File: src/rtl/ccrw_pkg.sv
// Purpose: Shared constants and types of the calendar clock block
// Assumes: 32-bit AXI4-Lite data, 16-bit registers in the low half-word
// Notes:   Struct field order matches the register bit order
package ccrw_pkg;

	// ********************************************************
	// Register map (byte addresses)
	// ********************************************************
	localparam logic [7:0] ADDR_CONFIG    = 8'h00;
	localparam logic [7:0] ADDR_VALUE     = 8'h04;
	localparam logic [7:0] ADDR_ALARM_CFG = 8'h08;
	localparam logic [7:0] ADDR_ALARM_VAL = 8'h0c;
	localparam logic [7:0] ADDR_KEY       = 8'h10;

	// ********************************************************
	// Field positions and values
	// ********************************************************
	localparam int         CFG_ENABLE_BIT = 15;
	localparam int         CFG_WREN_BIT   = 13;
	localparam int         CFG_RIPPLE_BIT = 12;
	localparam int         CFG_HALF_BIT   = 11;
	localparam int         CFG_OE_BIT     = 10;
	localparam logic [7:0] KEY_FIRST      = 8'h55;
	localparam logic [7:0] KEY_SECOND     = 8'haa;
	localparam logic [1:0] RESP_OKAY      = 2'b00;
	localparam logic [1:0] RESP_SLVERR    = 2'b10;
	localparam logic [1:0] PTR_MIN_SEC    = 2'b00;
	localparam logic [1:0] PTR_WD_HR      = 2'b01;
	localparam logic [1:0] PTR_MON_DAY    = 2'b10;
	localparam logic [1:0] PTR_YEAR       = 2'b11;

	// ********************************************************
	// Timing
	// ********************************************************
	localparam int         REF_HZ         = 32768;
	localparam int         RIPPLE_TICKS   = 32;

	// ********************************************************
	// Alarm interval codes
	// ********************************************************
	localparam logic [3:0] AL_HALF_SEC    = 4'h0;
	localparam logic [3:0] AL_SECOND      = 4'h1;
	localparam logic [3:0] AL_TEN_SEC     = 4'h2;
	localparam logic [3:0] AL_MINUTE      = 4'h3;
	localparam logic [3:0] AL_TEN_MIN     = 4'h4;
	localparam logic [3:0] AL_HOUR        = 4'h5;
	localparam logic [3:0] AL_DAY         = 4'h6;
	localparam logic [3:0] AL_WEEK        = 4'h7;
	localparam logic [3:0] AL_MONTH       = 4'h8;
	localparam logic [3:0] AL_YEAR        = 4'h9;

	// ********************************************************
	// Reset values and BCD limits
	// ********************************************************
	localparam logic [15:0] CFG_RESET     = 16'h0000;
	localparam logic [15:0] ALARM_RESET   = 16'h0000;
	localparam logic [7:0]  BCD_ZERO      = 8'h00;
	localparam logic [7:0]  BCD_ONE       = 8'h01;
	localparam logic [7:0]  BCD_59        = 8'h59;
	localparam logic [7:0]  BCD_23        = 8'h23;
	localparam logic [7:0]  BCD_12        = 8'h12;
	localparam logic [7:0]  BCD_99        = 8'h99;
	localparam logic [2:0]  WDAY_LAST     = 3'h6;

	// ********************************************************
	// Types
	// ********************************************************
	typedef struct packed {
		logic       enable;
		logic       wren;
		logic       oe;
		logic [1:0] ptr;
		logic [7:0] trim;
	} ccrw_cfg_s;

	typedef struct packed {
		logic       enable;
		logic       chime;
		logic [3:0] interval;
		logic [1:0] ptr;
		logic [7:0] repeat_count;
	} ccrw_alarm_cfg_s;

	typedef struct packed {
		logic [7:0] mon;
		logic [7:0] day;
		logic [2:0] wd;
		logic [7:0] hr;
		logic [7:0] min;
		logic [7:0] sec;
	} ccrw_time_s;

	typedef enum logic [1:0] {
		KEY_IDLE,
		KEY_GOT_FIRST,
		KEY_ARMED
	} ccrw_key_e;

endpackage : ccrw_pkg

File: src/rtl/ccrw_bcd2.sv
// Purpose: Two-digit BCD counter with load and carry
// Assumes: Values are valid BCD
// Notes:   Carry is combinational so a cascade ripples in one cycle
`timescale 1ns/1ps
`default_nettype none
module ccrw_bcd2 #(
	parameter logic [7:0] RESET_VAL = 8'h00
) (
	// Clock and reset
	input  wire logic       aclk,
	input  wire logic       aresetn,
	// Control
	input  wire logic       inc,
	input  wire logic       load,
	input  wire logic [7:0] load_val,
	input  wire logic [7:0] lo,
	input  wire logic [7:0] hi,
	// Result
	output logic [7:0]      val,
	output logic            carry
);
	logic [7:0] next_val;

	always_comb
	begin
		carry    = inc && (val >= hi);
		next_val = val;
		if (load)
			next_val = load_val;
		else if (inc)
		begin
			if (val >= hi)
				next_val = lo;
			else if (val[3:0] == 4'h9)
				next_val = {val[7:4] + 4'h1, 4'h0};
			else
				next_val = {val[7:4], val[3:0] + 4'h1};
		end
	end

	always_ff @(posedge aclk)
	begin
		if (!aresetn)
			val <= RESET_VAL;
		else
			val <= next_val;
	end
endmodule : ccrw_bcd2
`default_nettype wire

File: src/rtl/ccrw_top.sv
// Purpose: Calendar clock with alarm, trim and register windows, only the value window locked
// Assumes: Reference ticks are one-cycle pulses synchronous to aclk
// Notes:   aresetn is the power-on reset; pin reset spares the calendar
`timescale 1ns/1ps
`default_nettype none
// What this block does
// - Fuse picks crystal or internal oscillator
// - Calendar keeps counting through pin reset
// - Value pointer selects shown counter pair
// - Value high write decrements pointer, saturating
// - Alarm pointer selects shown alarm pair
// - Alarm high write decrements pointer, saturating
// - Window reads decrement; low writes do not
// - Value writes ignored while write enable clear
// - Write enable set only after key sequence
// - Module enable bit, writable only when unlocked
// - Ripple status flags unsafe read moments
// - Half-second phase bit, cleared on seconds write
// - Output enable bit gates clock pin
// - Signed trim adds or drops four ticks/minute per step
// - Configuration register cleared by power-on only
// - BCD 24-hour calendar with leap years
// - Alarm intervals, repeat counter and chime
// - Four-bit interval codes, reserved codes never fire
// - Repeat counter decrements, wraps only with chime
// - Alarm enable self-clears at zero without chime
module ccrw_top #(
	parameter int TICKS_PER_SEC = ccrw_pkg::REF_HZ
) (
	// Clock and power-on reset
	input  wire logic        aclk,
	input  wire logic        aresetn,
	// Device reset pin and clock source
	input  wire logic        external_pin_reset,
	input  wire logic        clock_source_fuse,
	input  wire logic        secondary_crystal_osc_tick,
	input  wire logic        low_power_internal_osc_tick,
	// AXI4-Lite write
	input  wire logic [7:0]  s_axi_awaddr,
	input  wire logic        s_axi_awvalid,
	output logic             s_axi_awready,
	input  wire logic [31:0] s_axi_wdata,
	input  wire logic [3:0]  s_axi_wstrb,
	input  wire logic        s_axi_wvalid,
	output logic             s_axi_wready,
	output logic [1:0]       s_axi_bresp,
	output logic             s_axi_bvalid,
	input  wire logic        s_axi_bready,
	// AXI4-Lite read
	input  wire logic [7:0]  s_axi_araddr,
	input  wire logic        s_axi_arvalid,
	output logic             s_axi_arready,
	output logic [31:0]      s_axi_rdata,
	output logic [1:0]       s_axi_rresp,
	output logic             s_axi_rvalid,
	input  wire logic        s_axi_rready,
	// Pin and event
	output logic             clock_out,
	output logic             alarm_event
);
	localparam logic signed [16:0] P_LAST = 17'(TICKS_PER_SEC - 1);
	localparam logic signed [16:0] P_HALF = 17'(TICKS_PER_SEC / 2);
	localparam logic signed [16:0] P_SYNC =
		17'(TICKS_PER_SEC - ccrw_pkg::RIPPLE_TICKS);

	// ********************************************************
	// State
	// ********************************************************
	ccrw_pkg::ccrw_cfg_s       cfg,      next_cfg;
	ccrw_pkg::ccrw_alarm_cfg_s acfg,     next_acfg;
	ccrw_pkg::ccrw_time_s      aval,     next_aval;
	ccrw_pkg::ccrw_key_e       key,      next_key;
	logic [2:0]                wday,     next_wday;
	logic signed [16:0]        presc,    next_presc;
	logic                      tick_d,   next_tick_d;
	logic                      half_d,   next_half_d;
	logic                      wr_rdy,   next_wr_rdy;
	logic                      b_valid,  next_b_valid;
	logic [1:0]                b_resp,   next_b_resp;
	logic                      ar_rdy,   next_ar_rdy;
	logic                      r_valid,  next_r_valid;
	logic [31:0]               r_data,   next_r_data;
	logic [1:0]                r_resp,   next_r_resp;
	logic                      clk_q,    next_clk_q;
	logic                      alarm_q,  next_alarm_q;

	// ********************************************************
	// Decode and calendar wires
	// ********************************************************
	logic        wr_go, rd_go, val_wr, wr_hi, wr_lo;
	logic [15:0] wd16, rd_word;
	logic        ref_tick, sec_tick, half_tick, half_phase, ripple, leap;
	logic        ld_sec, ld_min, ld_hr, ld_wd, ld_day, ld_mon, ld_yr;
	logic        c_sec, c_min, c_hr, c_day, c_mon;
	logic [7:0]  sec, min, hr, day, mon, yr, day_max;
	logic        alarm_hit, alarm_fire, rd_value, rd_alarm;
	logic        m_s1, m_s, m_m1, m_m, m_h, m_w, m_d, m_mo;

	assign wr_go  = wr_rdy && s_axi_awvalid && s_axi_wvalid;
	assign rd_go  = ar_rdy && s_axi_arvalid;
	assign wd16   = s_axi_wdata[15:0];
	assign wr_hi  = s_axi_wstrb[1];
	assign wr_lo  = s_axi_wstrb[0];
	assign val_wr = wr_go && s_axi_awaddr == ccrw_pkg::ADDR_VALUE
		&& cfg.wren;
	assign ld_sec = val_wr && cfg.ptr == ccrw_pkg::PTR_MIN_SEC && wr_lo;
	assign ld_min = val_wr && cfg.ptr == ccrw_pkg::PTR_MIN_SEC && wr_hi;
	assign ld_hr  = val_wr && cfg.ptr == ccrw_pkg::PTR_WD_HR && wr_lo;
	assign ld_wd  = val_wr && cfg.ptr == ccrw_pkg::PTR_WD_HR && wr_hi;
	assign ld_day = val_wr && cfg.ptr == ccrw_pkg::PTR_MON_DAY && wr_lo;
	assign ld_mon = val_wr && cfg.ptr == ccrw_pkg::PTR_MON_DAY && wr_hi;
	assign ld_yr  = val_wr && cfg.ptr == ccrw_pkg::PTR_YEAR && wr_lo;
	assign rd_value = rd_go && s_axi_araddr == ccrw_pkg::ADDR_VALUE;
	assign rd_alarm = rd_go && s_axi_araddr == ccrw_pkg::ADDR_ALARM_VAL;

	// ********************************************************
	// Time base
	// ********************************************************
	assign ref_tick = cfg.enable && (clock_source_fuse ?
		secondary_crystal_osc_tick : low_power_internal_osc_tick);
	assign sec_tick   = ref_tick && presc == P_LAST;
	assign half_tick  = ref_tick && presc == P_HALF - 17'sd1;
	assign half_phase = presc >= P_HALF;
	assign ripple     = presc >= P_SYNC;

	// ********************************************************
	// Calendar counters
	// ********************************************************
	assign leap = yr[4] ? (yr[3:0] == 4'h2 || yr[3:0] == 4'h6)
		: (yr[3:0] == 4'h0 || yr[3:0] == 4'h4 || yr[3:0] == 4'h8);

	always_comb
	begin
		case (mon)
			8'h02:   day_max = leap ? 8'h29 : 8'h28;
			8'h04,
			8'h06,
			8'h09,
			8'h11:   day_max = 8'h30;
			default: day_max = 8'h31;
		endcase
	end

	ccrw_bcd2 #(.RESET_VAL(ccrw_pkg::BCD_ZERO)) u_sec (
		.aclk(aclk), .aresetn(aresetn), .inc(sec_tick), .load(ld_sec),
		.load_val(wd16[7:0]), .lo(ccrw_pkg::BCD_ZERO),
		.hi(ccrw_pkg::BCD_59), .val(sec), .carry(c_sec));
	ccrw_bcd2 #(.RESET_VAL(ccrw_pkg::BCD_ZERO)) u_min (
		.aclk(aclk), .aresetn(aresetn), .inc(c_sec), .load(ld_min),
		.load_val(wd16[15:8]), .lo(ccrw_pkg::BCD_ZERO),
		.hi(ccrw_pkg::BCD_59), .val(min), .carry(c_min));
	ccrw_bcd2 #(.RESET_VAL(ccrw_pkg::BCD_ZERO)) u_hr (
		.aclk(aclk), .aresetn(aresetn), .inc(c_min), .load(ld_hr),
		.load_val(wd16[7:0]), .lo(ccrw_pkg::BCD_ZERO),
		.hi(ccrw_pkg::BCD_23), .val(hr), .carry(c_hr));
	ccrw_bcd2 #(.RESET_VAL(ccrw_pkg::BCD_ONE)) u_day (
		.aclk(aclk), .aresetn(aresetn), .inc(c_hr), .load(ld_day),
		.load_val(wd16[7:0]), .lo(ccrw_pkg::BCD_ONE),
		.hi(day_max), .val(day), .carry(c_day));
	ccrw_bcd2 #(.RESET_VAL(ccrw_pkg::BCD_ONE)) u_mon (
		.aclk(aclk), .aresetn(aresetn), .inc(c_day), .load(ld_mon),
		.load_val(wd16[15:8]), .lo(ccrw_pkg::BCD_ONE),
		.hi(ccrw_pkg::BCD_12), .val(mon), .carry(c_mon));
	ccrw_bcd2 #(.RESET_VAL(ccrw_pkg::BCD_ZERO)) u_yr (
		.aclk(aclk), .aresetn(aresetn), .inc(c_mon), .load(ld_yr),
		.load_val(wd16[7:0]), .lo(ccrw_pkg::BCD_ZERO),
		.hi(ccrw_pkg::BCD_99), .val(yr), .carry());

	// ********************************************************
	// Alarm match
	// ********************************************************
	always_comb
	begin
		m_s1 = sec[3:0] == aval.sec[3:0];
		m_s  = sec == aval.sec;
		m_m1 = m_s && min[3:0] == aval.min[3:0];
		m_m  = m_s && min == aval.min;
		m_h  = m_m && hr == aval.hr;
		m_w  = m_h && wday == aval.wd;
		m_d  = m_h && day == aval.day;
		m_mo = m_d && mon == aval.mon;
		case (acfg.interval)
			ccrw_pkg::AL_HALF_SEC: alarm_hit = tick_d || half_d;
			ccrw_pkg::AL_SECOND:   alarm_hit = tick_d;
			ccrw_pkg::AL_TEN_SEC:  alarm_hit = tick_d && m_s1;
			ccrw_pkg::AL_MINUTE:   alarm_hit = tick_d && m_s;
			ccrw_pkg::AL_TEN_MIN:  alarm_hit = tick_d && m_m1;
			ccrw_pkg::AL_HOUR:     alarm_hit = tick_d && m_m;
			ccrw_pkg::AL_DAY:      alarm_hit = tick_d && m_h;
			ccrw_pkg::AL_WEEK:     alarm_hit = tick_d && m_w;
			ccrw_pkg::AL_MONTH:    alarm_hit = tick_d && m_d;
			ccrw_pkg::AL_YEAR:     alarm_hit = tick_d && m_mo;
			default:               alarm_hit = 1'b0;
		endcase
	end
	assign alarm_fire = alarm_hit && acfg.enable && cfg.enable;

	// ********************************************************
	// Read mux
	// ********************************************************
	always_comb
	begin
		rd_word = 16'h0000;
		case (s_axi_araddr)
			ccrw_pkg::ADDR_CONFIG:
				rd_word = {cfg.enable, 1'b0, cfg.wren, ripple, half_phase,
					cfg.oe, cfg.ptr, cfg.trim};
			ccrw_pkg::ADDR_VALUE:
				case (cfg.ptr)
					ccrw_pkg::PTR_MIN_SEC: rd_word = {min, sec};
					ccrw_pkg::PTR_WD_HR:   rd_word = {5'h00, wday, hr};
					ccrw_pkg::PTR_MON_DAY: rd_word = {mon, day};
					default:               rd_word = {8'h00, yr};
				endcase
			ccrw_pkg::ADDR_ALARM_CFG:
				rd_word = acfg;
			ccrw_pkg::ADDR_ALARM_VAL:
				case (acfg.ptr)
					ccrw_pkg::PTR_MIN_SEC: rd_word = {aval.min, aval.sec};
					ccrw_pkg::PTR_WD_HR:   rd_word = {5'h00, aval.wd, aval.hr};
					ccrw_pkg::PTR_MON_DAY: rd_word = {aval.mon, aval.day};
					default:               rd_word = 16'h0000;
				endcase
			default:
				rd_word = 16'h0000;
		endcase
	end

	// ********************************************************
	// Next state
	// ********************************************************
	always_comb
	begin
		next_cfg     = cfg;
		next_acfg    = acfg;
		next_aval    = aval;
		next_key     = key;
		next_wday    = wday;
		next_presc   = presc;
		next_tick_d  = sec_tick;
		next_half_d  = half_tick;
		next_clk_q   = cfg.oe && cfg.enable && !half_phase;
		next_alarm_q = alarm_fire;
		next_wr_rdy  = !wr_rdy && s_axi_awvalid && s_axi_wvalid && !b_valid;
		next_ar_rdy  = !ar_rdy && s_axi_arvalid && !r_valid;
		next_b_valid = b_valid && !s_axi_bready;
		next_b_resp  = b_resp;
		next_r_valid = r_valid && !s_axi_rready;
		next_r_data  = r_data;
		next_r_resp  = r_resp;

		// Prescaler with once-a-minute trim
		if (ld_sec)
			next_presc = 17'sd0;
		else if (sec_tick)
			next_presc = c_sec ? {{7{cfg.trim[7]}}, cfg.trim, 2'b00}
				: 17'sd0;
		else if (ref_tick)
			next_presc = presc + 17'sd1;

		// Weekday follows the day roll
		if (ld_wd)
			next_wday = wd16[10:8];
		else if (c_hr)
			next_wday = (wday >= ccrw_pkg::WDAY_LAST) ? 3'h0 : wday + 3'h1;

		// Alarm repeat and self-clear
		if (alarm_fire)
		begin
			if (acfg.repeat_count != 8'h00)
				next_acfg.repeat_count = acfg.repeat_count - 8'h01;
			else if (acfg.chime)
				next_acfg.repeat_count = 8'hff;
			else
				next_acfg.enable = 1'b0;
		end

		// Window pointer walk
		if ((val_wr && wr_hi) || rd_value)
			if (cfg.ptr != 2'b00)
				next_cfg.ptr = cfg.ptr - 2'b01;
		if ((wr_go && s_axi_awaddr == ccrw_pkg::ADDR_ALARM_VAL && wr_hi)
			|| rd_alarm)
			if (acfg.ptr != 2'b00)
				next_acfg.ptr = acfg.ptr - 2'b01;

		// Register writes
		if (wr_go)
		begin
			next_b_valid = 1'b1;
			next_b_resp  = ccrw_pkg::RESP_OKAY;
			if (key == ccrw_pkg::KEY_ARMED)
				next_key = ccrw_pkg::KEY_IDLE;
			case (s_axi_awaddr)
				ccrw_pkg::ADDR_CONFIG:
				begin
					if (wr_hi)
					begin
						if (cfg.wren)
							next_cfg.enable = wd16[ccrw_pkg::CFG_ENABLE_BIT];
						if (!wd16[ccrw_pkg::CFG_WREN_BIT])
							next_cfg.wren = 1'b0;
						else if (key == ccrw_pkg::KEY_ARMED)
							next_cfg.wren = 1'b1;
						next_cfg.oe  = wd16[ccrw_pkg::CFG_OE_BIT];
						next_cfg.ptr = wd16[9:8];
					end
					if (wr_lo)
						next_cfg.trim = wd16[7:0];
				end
				ccrw_pkg::ADDR_VALUE:
				begin
				end
				ccrw_pkg::ADDR_ALARM_CFG:
				begin
					if (wr_hi)
						next_acfg[15:8] = wd16[15:8];
					if (wr_lo)
						next_acfg.repeat_count = wd16[7:0];
				end
				ccrw_pkg::ADDR_ALARM_VAL:
					case (acfg.ptr)
						ccrw_pkg::PTR_MIN_SEC:
						begin
							if (wr_hi)
								next_aval.min = wd16[15:8];
							if (wr_lo)
								next_aval.sec = wd16[7:0];
						end
						ccrw_pkg::PTR_WD_HR:
						begin
							if (wr_hi)
								next_aval.wd = wd16[10:8];
							if (wr_lo)
								next_aval.hr = wd16[7:0];
						end
						ccrw_pkg::PTR_MON_DAY:
						begin
							if (wr_hi)
								next_aval.mon = wd16[15:8];
							if (wr_lo)
								next_aval.day = wd16[7:0];
						end
						default:
						begin
						end
					endcase
				ccrw_pkg::ADDR_KEY:
					if (wr_lo && wd16[7:0] == ccrw_pkg::KEY_FIRST)
						next_key = ccrw_pkg::KEY_GOT_FIRST;
					else if (wr_lo && key == ccrw_pkg::KEY_GOT_FIRST
						&& wd16[7:0] == ccrw_pkg::KEY_SECOND)
						next_key = ccrw_pkg::KEY_ARMED;
					else
						next_key = ccrw_pkg::KEY_IDLE;
				default:
					next_b_resp = ccrw_pkg::RESP_SLVERR;
			endcase
		end

		// Register reads
		if (rd_go)
		begin
			next_r_valid = 1'b1;
			next_r_data  = {16'h0000, rd_word};
			case (s_axi_araddr)
				ccrw_pkg::ADDR_CONFIG,
				ccrw_pkg::ADDR_VALUE,
				ccrw_pkg::ADDR_ALARM_CFG,
				ccrw_pkg::ADDR_ALARM_VAL,
				ccrw_pkg::ADDR_KEY: next_r_resp = ccrw_pkg::RESP_OKAY;
				default:            next_r_resp = ccrw_pkg::RESP_SLVERR;
			endcase
		end

		// Pin reset clears only the unlock sequence
		if (external_pin_reset)
			next_key = ccrw_pkg::KEY_IDLE;
	end

	// ********************************************************
	// Registers
	// ********************************************************
	always_ff @(posedge aclk)
	begin
		if (!aresetn)
		begin
			cfg     <= {ccrw_pkg::CFG_RESET[15], ccrw_pkg::CFG_RESET[13],
				ccrw_pkg::CFG_RESET[10:0]};
			acfg    <= ccrw_pkg::ALARM_RESET;
			aval    <= '0;
			key     <= ccrw_pkg::KEY_IDLE;
			wday    <= 3'h0;
			presc   <= 17'sd0;
			tick_d  <= 1'b0;
			half_d  <= 1'b0;
			wr_rdy  <= 1'b0;
			b_valid <= 1'b0;
			b_resp  <= ccrw_pkg::RESP_OKAY;
			ar_rdy  <= 1'b0;
			r_valid <= 1'b0;
			r_data  <= 32'h0000_0000;
			r_resp  <= ccrw_pkg::RESP_OKAY;
			clk_q   <= 1'b0;
			alarm_q <= 1'b0;
		end
		else
		begin
			cfg     <= next_cfg;
			acfg    <= next_acfg;
			aval    <= next_aval;
			key     <= next_key;
			wday    <= next_wday;
			presc   <= next_presc;
			tick_d  <= next_tick_d;
			half_d  <= next_half_d;
			wr_rdy  <= next_wr_rdy;
			b_valid <= next_b_valid;
			b_resp  <= next_b_resp;
			ar_rdy  <= next_ar_rdy;
			r_valid <= next_r_valid;
			r_data  <= next_r_data;
			r_resp  <= next_r_resp;
			clk_q   <= next_clk_q;
			alarm_q <= next_alarm_q;
		end
	end

	assign s_axi_awready = wr_rdy;
	assign s_axi_wready  = wr_rdy;
	assign s_axi_bvalid  = b_valid;
	assign s_axi_bresp   = b_resp;
	assign s_axi_arready = ar_rdy;
	assign s_axi_rvalid  = r_valid;
	assign s_axi_rdata   = r_data;
	assign s_axi_rresp   = r_resp;
	assign clock_out     = clk_q;
	assign alarm_event   = alarm_q;
endmodule : ccrw_top
`default_nettype wire

File: config.mk
export PLATFORM = sky130hd
export DESIGN_NAME = ccrw_top
export DESIGN_NICKNAME = d
export VERILOG_FILES = /design/src/rtl/ccrw_pkg.sv /design/src/rtl/ccrw_bcd2.sv /design/src/rtl/ccrw_top.sv
export SDC_FILE = /design/constraint.sdc
export NUM_CORES = 1
export LEC_CHECK = 0
export BUFFER_PORTS_ARGS = -buffer_cell sky130_fd_sc_hd__buf_2
export CAP_MARGIN = 20
export CORE_MARGIN = 8
export CORE_UTILIZATION = 50
export DETAILED_ROUTE_END_ITERATION = 10
export PLACE_DENSITY = 0.69
export REMOVE_ABC_BUFFERS = 1
export SLEW_MARGIN = 20
export SYNTH_ARGS = -nofsm -noshare
export SYNTH_HDL_FRONTEND = slang
export SYNTH_SLANG_ARGS = --single-unit
File: constraint.sdc
create_clock -name aclk -period 4.1 [get_ports aclk]
set_input_delay 0.205 -clock aclk [delete_from_list [all_inputs] [get_ports aclk]]
set_output_delay 0.205 -clock aclk [all_outputs]
set_load 0.01 [all_outputs]
# Word-level counts from Yosys, hierarchy flattened
# Index checks and enable logic that the tools add are counted.
[totals] elab_cells=304 ff_bits=170 output_inout_bits=43 inputBits=63
[classes] n_eq_ne=52 n_addsub=17 order_cmp=9 muxes=66 reduce_logical=117 n_bitwise=1
[op_table] operator="8-bit two-way mux" count=30
[op_table] operator="16-bit one-hot mux with 3 select lines" count=2
[op_table] operator="16-bit one-hot mux with 4 select lines" count=1
[op_table] operator="1-bit logical AND" count=57
[op_table] operator="17-bit two-way mux" count=3
[op_table] operator="4-bit by 1-bit adder with 4-bit output, second input constant" count=12
[op_table] operator="8-bit by 4-bit == test with 1-bit output, second input constant" count=5
[op_table] operator="8-bit == test" count=5
[op_table] operator="4-bit == test, second input constant" count=9
[op_table] operator="17-bit by 16-bit greater-or-equal comparator with 1-bit output, second input constant" count=2
[op_table] operator="8-bit by 3-bit == test with 1-bit output, second input constant" count=4
[op_table] operator="16-bit two-way mux" count=2
[op_table] operator="4-bit AND reduction" count=8
[op_table] operator="4-bit by 3-bit == test with 1-bit output, second input constant" count=6
[op_table] operator="8-bit by 5-bit == test with 1-bit output, second input constant" count=3
[op_table] operator="2-bit two-way mux" count=11
[op_table] operator="2-bit nonzero test" count=11
[op_table] operator="10-bit two-way mux" count=2
[op_table] operator="3-bit nonzero test" count=6
[op_table] operator="17-bit by 2-bit adder with 17-bit output, second input constant" count=1
[op_table] operator="17-bit by 15-bit == test with 1-bit output, second input constant" count=1
[op_table] operator="17-bit by 16-bit == test with 1-bit output, second input constant" count=1
[op_table] operator="8-bit by 7-bit greater-or-equal comparator with 1-bit output, second input constant" count=2
[op_table] operator="8-bit logical NOT" count=2
[op_table] operator="33 further kinds" count=76

# Depth between registers and ports, before layout
# Gate-level depths: netlist of run 1.
[logic_depth] depth_word=13 ltp_mapped=15 mapped_depth_nobuf=15

# Modules after synthesis
# A second synthesis of run 1 with hierarchy kept.
[hier_totals] hier_cells=1590 hier_area_um2=12340.6
[modules_own_cells] module="ccrw_top" cells_each=882 n_inst=1 area_each_um2=7063.0 seq_area_each_um2=2402.3
[modules_own_cells] module="ccrw_bcd2 (u_hr ...)" cells_each=121 n_inst=4 area_each_um2=872.1 seq_area_each_um2=160.2
[modules_own_cells] module="ccrw_bcd2 (u_day ...)" cells_each=112 n_inst=2 area_each_um2=894.6 seq_area_each_um2=160.2

# Worst setup path after synthesis of run 1
# No wires, ideal clock.
[synth_timing] path_type="reg2reg" startpoint="register u_mon.val[0]" endpoint="register u_yr.val[7]" period_less_slack_ns=3.284 path_stages_with_launch=13 path_buffers=1 setup_slack_ns=0.816 required_ns=3.981 t_arrival_ns=3.166 path_cell_list="dfxtp_1 -> clkbuf_1 -> nand2b_1 -> o32ai_1 -> a21oi_1 -> ha_1 -> or4b_1 -> a21o_1 -> a21o_1 -> a211o_1 -> a31oi_2 -> nor2_1 -> o221a_2"
[synth_between] elab_chain_cells=8 word_cells_on_any_way=13
[synth_rtl] element="from (decl)" line_no="ccrw_bcd2.sv:19" rtl="output logic [7:0] val,"
[synth_rtl] element="from (signal assigned)" line_no="ccrw_bcd2.sv:46" rtl="val <= next_val;"
[synth_rtl] element="8-bit by 3-bit == test with 1-bit output (tied with other cells)" line_no="ccrw_top.sv:134" rtl="case (mon)"
[synth_rtl] element="4-bit OR reduction" line_no="ccrw_top.sv:134"
[synth_rtl] element="5-bit one-hot mux with 2 select lines" line_no="ccrw_top.sv:134"
[synth_rtl] element="8-bit by 6-bit greater-or-equal comparator with 1-bit output" line_no="ccrw_bcd2.sv:26" rtl="carry = inc && (val >= hi);"
[synth_rtl] element="1-bit logical AND" line_no="ccrw_bcd2.sv:26"
[synth_rtl] element="1-bit logical AND (*)" line_no="ccrw_bcd2.sv:26"
[synth_rtl] element="2-bit nonzero test (no source line) (*)"
[synth_rtl] element="2-bit AND reduction (no source line) (*)"
[synth_rtl] element="to (signal assigned)" line_no="ccrw_bcd2.sv:46"
[synth_rtl] element="to (decl)" line_no="ccrw_bcd2.sv:19"
# Every way passes the cells marked *; elsewhere a longest branch is shown, timed or not.
# A chain may end at the register's enable or synchronous reset.

# Worst setup path in the final report of run 1
[layout_timing] startpoint="register u_mon.val[4]" endpoint="register u_day.val[6]"
[layout_between] elab_chain_cells=7 word_cells_on_any_way=13
[layout_rtl] element="8-bit by 3-bit == test with 1-bit output (tied with other cells)" line_no="ccrw_top.sv:134"
[layout_rtl] element="4-bit OR reduction" line_no="ccrw_top.sv:134"
[layout_rtl] element="5-bit one-hot mux with 2 select lines (*)" line_no="ccrw_top.sv:134"
[layout_rtl] element="8-bit by 6-bit greater-or-equal comparator with 1-bit output (*)" line_no="ccrw_bcd2.sv:32" rtl="if (val >= hi)"
[layout_rtl] element="8-bit two-way mux" line_no="ccrw_bcd2.sv:32"
[layout_rtl] element="8-bit two-way mux" line_no="ccrw_bcd2.sv:30" rtl="else if (inc)"
[layout_rtl] element="8-bit two-way mux" line_no="ccrw_bcd2.sv:28" rtl="if (load)"
[layout_rtl] element="to (signal assigned)" line_no="ccrw_bcd2.sv:46"
[layout_rtl] element="to (decl)" line_no="ccrw_bcd2.sv:19"
# Every way passes the cells marked *; elsewhere a longest branch is shown, timed or not. The select of a mux whose other input is x is not followed.

==> results.txt, run 1 <==
----------------------------------------------------
[Routing]
  Number of DRC markers in iteration 0 ... between 900 and 1k
  Vias per Instance ... 6.34
  DR vias ... 10.0k
  Mean routed wirelength per cell ... between 20 and 25 microns
  First-pass iteration count of the detailed router ... 5
  Final antenna-violating net count ... 0
  Detailed-route wire length ... approximately 33000 microns
  DRC violation count after routing ... 0

[Synth]
  Post-synthesis cell type with the largest combined area ... dfxtp_1
  Unique masters post-synth ... 84
  Sequential share of the synthesized area ... between 30% and 40%
  Synth Flop Type ... dfxtp_1
  Synth async-reset ratio ... 0%
  Number of enable-type register cells in the synthesized netlist ... 0
  Cell types occupying the most area after synthesis ... dfxtp_1, a21oi_1, nand2_1
  Post-synth top area share ... 33.0%
  Warning count from the yosys run ... 0
  Post-Syn Area per Cell ... 7.97 sq um
  Total standard cell area after synthesis ... 10200 sq um
  Post-synthesis instance total ... 1281
  Post-synthesis register bit count ... 168

[Timing]
  Rel. slew slack ... a little over two fifths
  Achievable clock frequency ... between 0.2 and 0.3 GHz
  Slew of the pin with the lowest slew margin ... ~860 ps
  Tcrit/Tclk final ... 91.7%
  Number of setup violations in the final report ... 0
  Setup repair after global routing missed its margin ... false
  Max-slew violation count ... 0
  Final-layout setup total negative slack ... 0 ps
  Time the worst path needs with I/O delays and setup ... 3760 ps
  Final Skew ... about 7.5 ps
  Final Hold Violating Endpoints ... 0

[Worst setup path]
  Data required time of the worst path ... between 4000 and 5000 ps
  Category of cells accounting for the largest share of critical-path delay ... compound AO/OA/AOI/OAI gates
  Bufs and invs on worst path ... 1
  Critical path endpoint category ... register
  Number of cells on the worst reg-to-reg path ... 15
  Cell with the largest stage delay on the worst path ... a2111oi_1
  Type of the worst setup path ... reg -> reg
  Capture instance of the worst register-to-register path ... u_day.val[6]$_SDFFE_PN0P_
  Maximum fanout count along the critical path ... 6
  Critical Path Stages ... 15
  Worst stage delay on the critical path ... between 500 and 600 ps
  Startpoint Class ... register
  Cell chain of the critical path ... inv_1 -> ha_1 -> nand2b_1 -> nor2_1 -> nand3_1 -> nor2_1 -> a21oi_1 -> ha_1 -> or4b_1 -> a21o_1 -> a21o_1 -> a2111oi_1 -> o21ai_0 -> o21ai_0 -> a31oi_1
  Minimum setup slack among reg-to-reg paths ... between 300 and 400 ps
  Critical path data arrival time ... ~4000 ps
  Reg2reg start ... u_mon.val[4]$_SDFFE_PN0P_

[Global routing]
  Tot GR Track Use ... 25.5%
  Global-route wire length before repair ... 51800 microns
  Antenna violations before repair ... 0
  Grt ovf ... 0
  Number of global-route vias before repair ... a little over 9k
  Pin count of the biggest net entering global routing ... 55

[Clock network]
  Htree depth ... 4
  Total of cells resized after clock tree synthesis ... 0
  Postcts setup bufs ... 0
  Bufs on Longest Clock Path ... 2
  Clock root buffer ... clkbuf_16
  Clock Latency Late Sink ... 430 ps
  Post-CTS Hold Buffers ... 1
  CTS buffer count ... 17
  Clock Sinks ... 168
  Clock-pin transition on the worst setup and hold timing paths ... 60 ps
  CTS tree ... done

[Power and ir drop]
  Total chip power ... 0.00348 W
  Total power per unit cell area ... 310 nW/um^2
  Leakage power figure ... 4.02 nW
  Worst voltage drop across the vdd grid ... 0.228 mV

[Placement]
  Buffers on Ports ... 69
  Final RePlAce weighted congestion ... between 0.9 and 1
  Placed inst area ... 10600 sq um
  HPWL after detailed placement ... 23900 microns

[Die]
  Vertical die dimension ... about 160 microns
  I/O pin total ... roughly 110
  Overall die width ... 159 microns
  Die outline area ... 25200 sq um
  Cell Rows ... 52
  Starting density of the core ... 50.8%
  Area of the placeable core ... roughly 20000 sq um

[Layout]
  Cell area after layout ... around 11000 sq um
  Antenna cell count ... 0
  Most common library cell in the layout ignoring fill and taps ... dfxtp_1
  Commonest cells after routing, fill and taps aside ... dfxtp_1, nand2_1, a21oi_1
  Final Net Count ... ~1.4k
  Fillers ... 1862
  Share of layout cells above drive strength 1 ... 12.1%
  Signed area change from the synthesized netlist to the final layout ... 10.0%

[Hold path]
  Classification of the worst-slack hold path ... in -> reg
  Hold Crit Depth ... 3
  Hold Path End ... s_axi_awready$_SDFF_PN0_
  Critical hold path startpoint ... s_axi_awvalid

[Status]
  Result of the run ... completed

[Run]
  Max-capacitance violation count ... 0

----------------------------------------------------
[per-stage QoR]
stage | hold WS [ps] | std cells | utilization (%) | setup WS [ps]
global route | 38.8 | 1583 | 55.8 | 67.3
global placement | 393 | 1551 | 52.8 | 514
CTS | 11.1 | 1583 | 55.8 | 409
finish | 19.8 | 1583 | 55.8 | 339
detailed placement | 394 | 1551 | 52.8 | 433
floorplan | 281 | 1191 | - | 834
[synth_stat cells (all sizes together), types with 9 or more instances]
cell type,number
nand2,138
or3,16
a211oi,15
a31oi,20
nor2b,11
nand4,18
mux4,17
o211ai,12
o21ai,71
buf,33
mux2i,44
nor3,42
inv,30
o31ai,9
nor2,102
a21oi,119
or4,9
nand2b,19
ha,23
xnor2,32
nand3,82
dfxtp,168
clkbuf,74
nor4,14
o22ai,11
xor2,16
a22oi,23
[flip-flops by register name (all words and copies together) (netlist names), 3 cells and up]
signal / flops
acfg: 16
aval: 43
cfg: 13
presc: 17
s_axi_rdata: 16
u_day.val: 8
u_hr.val: 8
u_min.val: 8
u_mon.val: 8
u_sec.val: 8
u_yr.val: 8
wday: 3
[where the power goes]
part	total (W)	leakage, nW	internal, W	switching [W]
combinational	0.000163	2.38	0.0000422	0.000121
sequential	0.00164	1.35	0.00164	0.00000751
clock	0.00167	0.289	0.00100	0.000669
[final cells by class]
type / instances / area [sq um] / share of cell area (%)
multi-input cells: 993 / 6300 / 56.1
clock buffers: 23 / 478 / 4.26
inverters: 30 / 115 / 1.03
repair buffers: 91 / 513 / 4.57
well taps: 270 / 338 / 3.01
flip-flops and latches: 168 / 3360 / 30.0
clock inverters: 8 / 120 / 1.07
[kinds of logic after synthesis]
logic type               share of synthesized area (%)
other                                           0.0368
multiplexers                                      8.29
AND/OR/NAND/NOR                                   24.8
adder cells (fa/ha/maj)                           2.82
AO/OA/AOI/OAI                                     21.0
XOR/XNOR                                          4.12
buffers and inverters                             5.95
flip-flops                                        33.0
[worst min-delay path: cells and delay by family]
| kind | cells | cell delay [ps] |
|---|---|---|
| AND/OR/NAND/NOR | 2 | 80 |
| buffers and inverters | 1 | 120 |
[worst max path at each step]
stage	from	to	slack [ps]
floorplan	u_mon.val[4]$_SDFFE_PN0P_	u_yr.val[7]$_SDFFE_PN0P_	830
global placement	u_mon.val[4]$_SDFFE_PN0P_	u_day.val[5]$_SDFFE_PN0P_	510
detailed placement	u_mon.val[4]$_SDFFE_PN0P_	u_day.val[6]$_SDFFE_PN0P_	430
CTS	u_mon.val[4]$_SDFFE_PN0P_	u_day.val[6]$_SDFFE_PN0P_	410
global route	u_mon.val[4]$_SDFFE_PN0P_	u_day.val[4]$_SDFFE_PN0P_	70
finish	u_mon.val[4]$_SDFFE_PN0P_	u_day.val[6]$_SDFFE_PN0P_	340
[metal layers]
metal / vias up / track usage, % / share of wire, % / wire length, microns
met5: - / 0 / 0 / 0
met4: 0 / 9.65 / 2.7 / 899
met3: 60 / 5.30 / 9.7 / 3240
met2: 512 / 38.3 / 44 / 14700
met1: 4775 / 35.3 / 44 / 14600
li1: 4683 / - / - / -
No activity file was read; power rests on OpenSTA's default activity.
==> run 2: changes to the inputs <==
--- a/config.mk
+++ b/config.mk
@@ -11,8 +11,8 @@
 export CORE_UTILIZATION = 50
 export DETAILED_ROUTE_END_ITERATION = 10
 export PLACE_DENSITY = 0.69
+export RECOVER_POWER = 50
 export REMOVE_ABC_BUFFERS = 1
-export SLEW_MARGIN = 20
 export SYNTH_ARGS = -nofsm -noshare
 export SYNTH_HDL_FRONTEND = slang
 export SYNTH_SLANG_ARGS = --single-unit
==> results.txt, run 2 (same netlist as run 1, synthesis figures left out) <==
----------------------------------------------------
[Status]
  Result of the run ... finished with violations
  Failing checks ... capacitance limit, slew limit

[Global routing]
  Antenna violations before repair ... 0
  Number of global-route vias before repair ... 9092
  Pin count of the biggest net entering global routing ... 55
  Tot GR Track Use ... 25.5%
  Global-route wire length before repair ... between 50000 and 60000 microns
  Grt ovf ... 0

[Routing]
  Vias per Instance ... approximately 6.3
  Mean routed wirelength per cell ... 21.1 microns
  DR vias ... around 10k
  Number of DRC markers in iteration 0 ... 1026
  Final antenna-violating net count ... 0
  DRC violation count after routing ... 0
  First-pass iteration count of the detailed router ... 6
  Detailed-route wire length ... 33300 microns

[Power and ir drop]
  Total power per unit cell area ... 311 nW/um^2
  Leakage power figure ... 3.88 nW
  Worst voltage drop across the vdd grid ... 0.224 mV

[Worst setup path]
  Critical path data arrival time ... 4050 ps
  Type of the worst setup path ... reg -> reg
  Startpoint Class ... register
  Maximum fanout count along the critical path ... 6
  Data required time of the worst path ... ~4400 ps
  Critical path endpoint category ... register

[Clock network]
  Clock-pin transition on the worst setup and hold timing paths ... 60 ps
  Htree depth ... 4
  Clock root buffer ... clkbuf_16
  Total of cells resized after clock tree synthesis ... 0
  Clock Sinks ... between 150 and 200
  CTS buffer count ... 17
  Bufs on Longest Clock Path ... 2
  CTS tree ... done
  Clock Latency Late Sink ... between 400 and 500 ps
  Post-CTS Hold Buffers ... 1
  Postcts setup bufs ... 0

[Timing]
  Final Skew ... 6.90 ps
  Time the worst path needs with I/O delays and setup ... 3770 ps
  Final Hold Violating Endpoints ... 0
  Number of setup violations in the final report ... 0
  Worst hold-check slack ... ~25 ps
  Max-slew violation count ... 100
  Tcrit/Tclk final ... 91.9%
  Rel. slew slack ... -75.8%
  Slew of the pin with the lowest slew margin ... roughly 2600 ps
  Achievable clock frequency ... 0.265 GHz
  Setup repair after global routing missed its margin ... false
  Smallest setup slack after layout ... 332 ps
  Final-layout setup total negative slack ... 0 ps

[Die]
  I/O pin total ... approximately 110
  Area of the placeable core ... 20100 sq um
  Overall die width ... 159 microns
  Cell Rows ... 52
  Die outline area ... 25200 sq um
  Vertical die dimension ... 159 microns
  Starting density of the core ... between 50% and 60%

[Hold path]
  Classification of the worst-slack hold path ... in -> reg

[Layout]
  Largest registers in the final layout ... aval (43), presc (17)
  Share of layout cells above drive strength 1 ... 9.67%
  Top register by number of flip-flops ... aval
  Number of flip-flops in the largest register ... 43
  Antenna cell count ... 0
  Commonest cells after routing, fill and taps aside ... dfxtp_1, nand2_1, a21oi_1
  Fillers ... 1889
  Signed area change from the synthesized netlist to the final layout ... 9.29%
  Final design utilization ... 55.5%
  Most common library cell in the layout ignoring fill and taps ... dfxtp_1
  Final Net Count ... 1387

[Placement]
  Final RePlAce weighted congestion ... 0.948
  Buffers on Ports ... 69
  Setup Slack @ Placement ... 433 ps
  HPWL after detailed placement ... 23900 microns

[Run]
  Max-capacitance violation count ... 2

----------------------------------------------------
==> run 2: cell count changes in the layout (fill, tap and decap cells not counted), sizes merged <==
cell	before	now
buf	90	60
clkbuf	23	53
clkinvlp	2	3
inv	30	29
==> run 2: metal layers <==
metal	routed length [microns]	vias to the layer above	global-route usage, %
met5	0	-	0
met4	961	0	9.65
met3	3420	64	5.30
met2	14600	521	38.3
met1	14400	4748	35.3
li1	-	4686	-
==> run 2: area by class of cell <==
type	instances	area, sq um	area share, %
Clock buffer	23	478	4.29
Sequential cell	168	3360	30.2
Timing Repair Buffer	91	463	4.15
Clock inverter	8	120	1.08
Multi-Input combinational cell	993	6280	56.3
Tap cell	270	338	3.03
Inverter	30	114	1.02
==> run 2: final timing paths <==
check	start	endpoint	slack [ps]	cells after the start
setup / recovery	u_mon.val[4]$_SDFFE_PN0P_	u_day.val[6]$_SDFFE_PN0P_	330	13
hold / removal	s_axi_awvalid	s_axi_awready$_SDFF_PN0_	30	3
setup reg to reg	u_mon.val[4]$_SDFFE_PN0P_	u_day.val[6]$_SDFFE_PN0P_	330	13
hold reg to reg	s_axi_rvalid$_SDFF_PN0_	s_axi_arready$_SDFF_PN0_	450	1
==> run 2: through the flow <==
step | power [W] | instance area [sq um] | instances
floorplan | 0.00174 | 9770 | 1191
global placement | 0.00184 | 10600 | 1551
detailed placement | 0.00184 | 10600 | 1551
CTS | 0.00348 | 11200 | 1583
global route | 0.00356 | 11200 | 1583
finish | 0.00347 | 11200 | 1583
==> run 2: power by group <==
part	total (W)	internal, W	switching (W)	leakage, nW
Combinational	0.000160	0.0000402	0.000120	2.23
Sequential	0.00164	0.00164	0.00000757	1.35
Clock	0.00166	0.00100	0.000663	0.289
==> run 2: worst max-delay path: stages (launching register included) <==
cell	delay, ps
dfxtp_1	370
inv_1	120
ha_1	170
mux2i_1	70
o32ai_1	360
a21oi_1	140
ha_1	280
or4b_1	470
a21o_1	190
a21o_1	200
a2111oi_1	590
o21ai_0	360
o21ai_0	250
a31oi_1	50
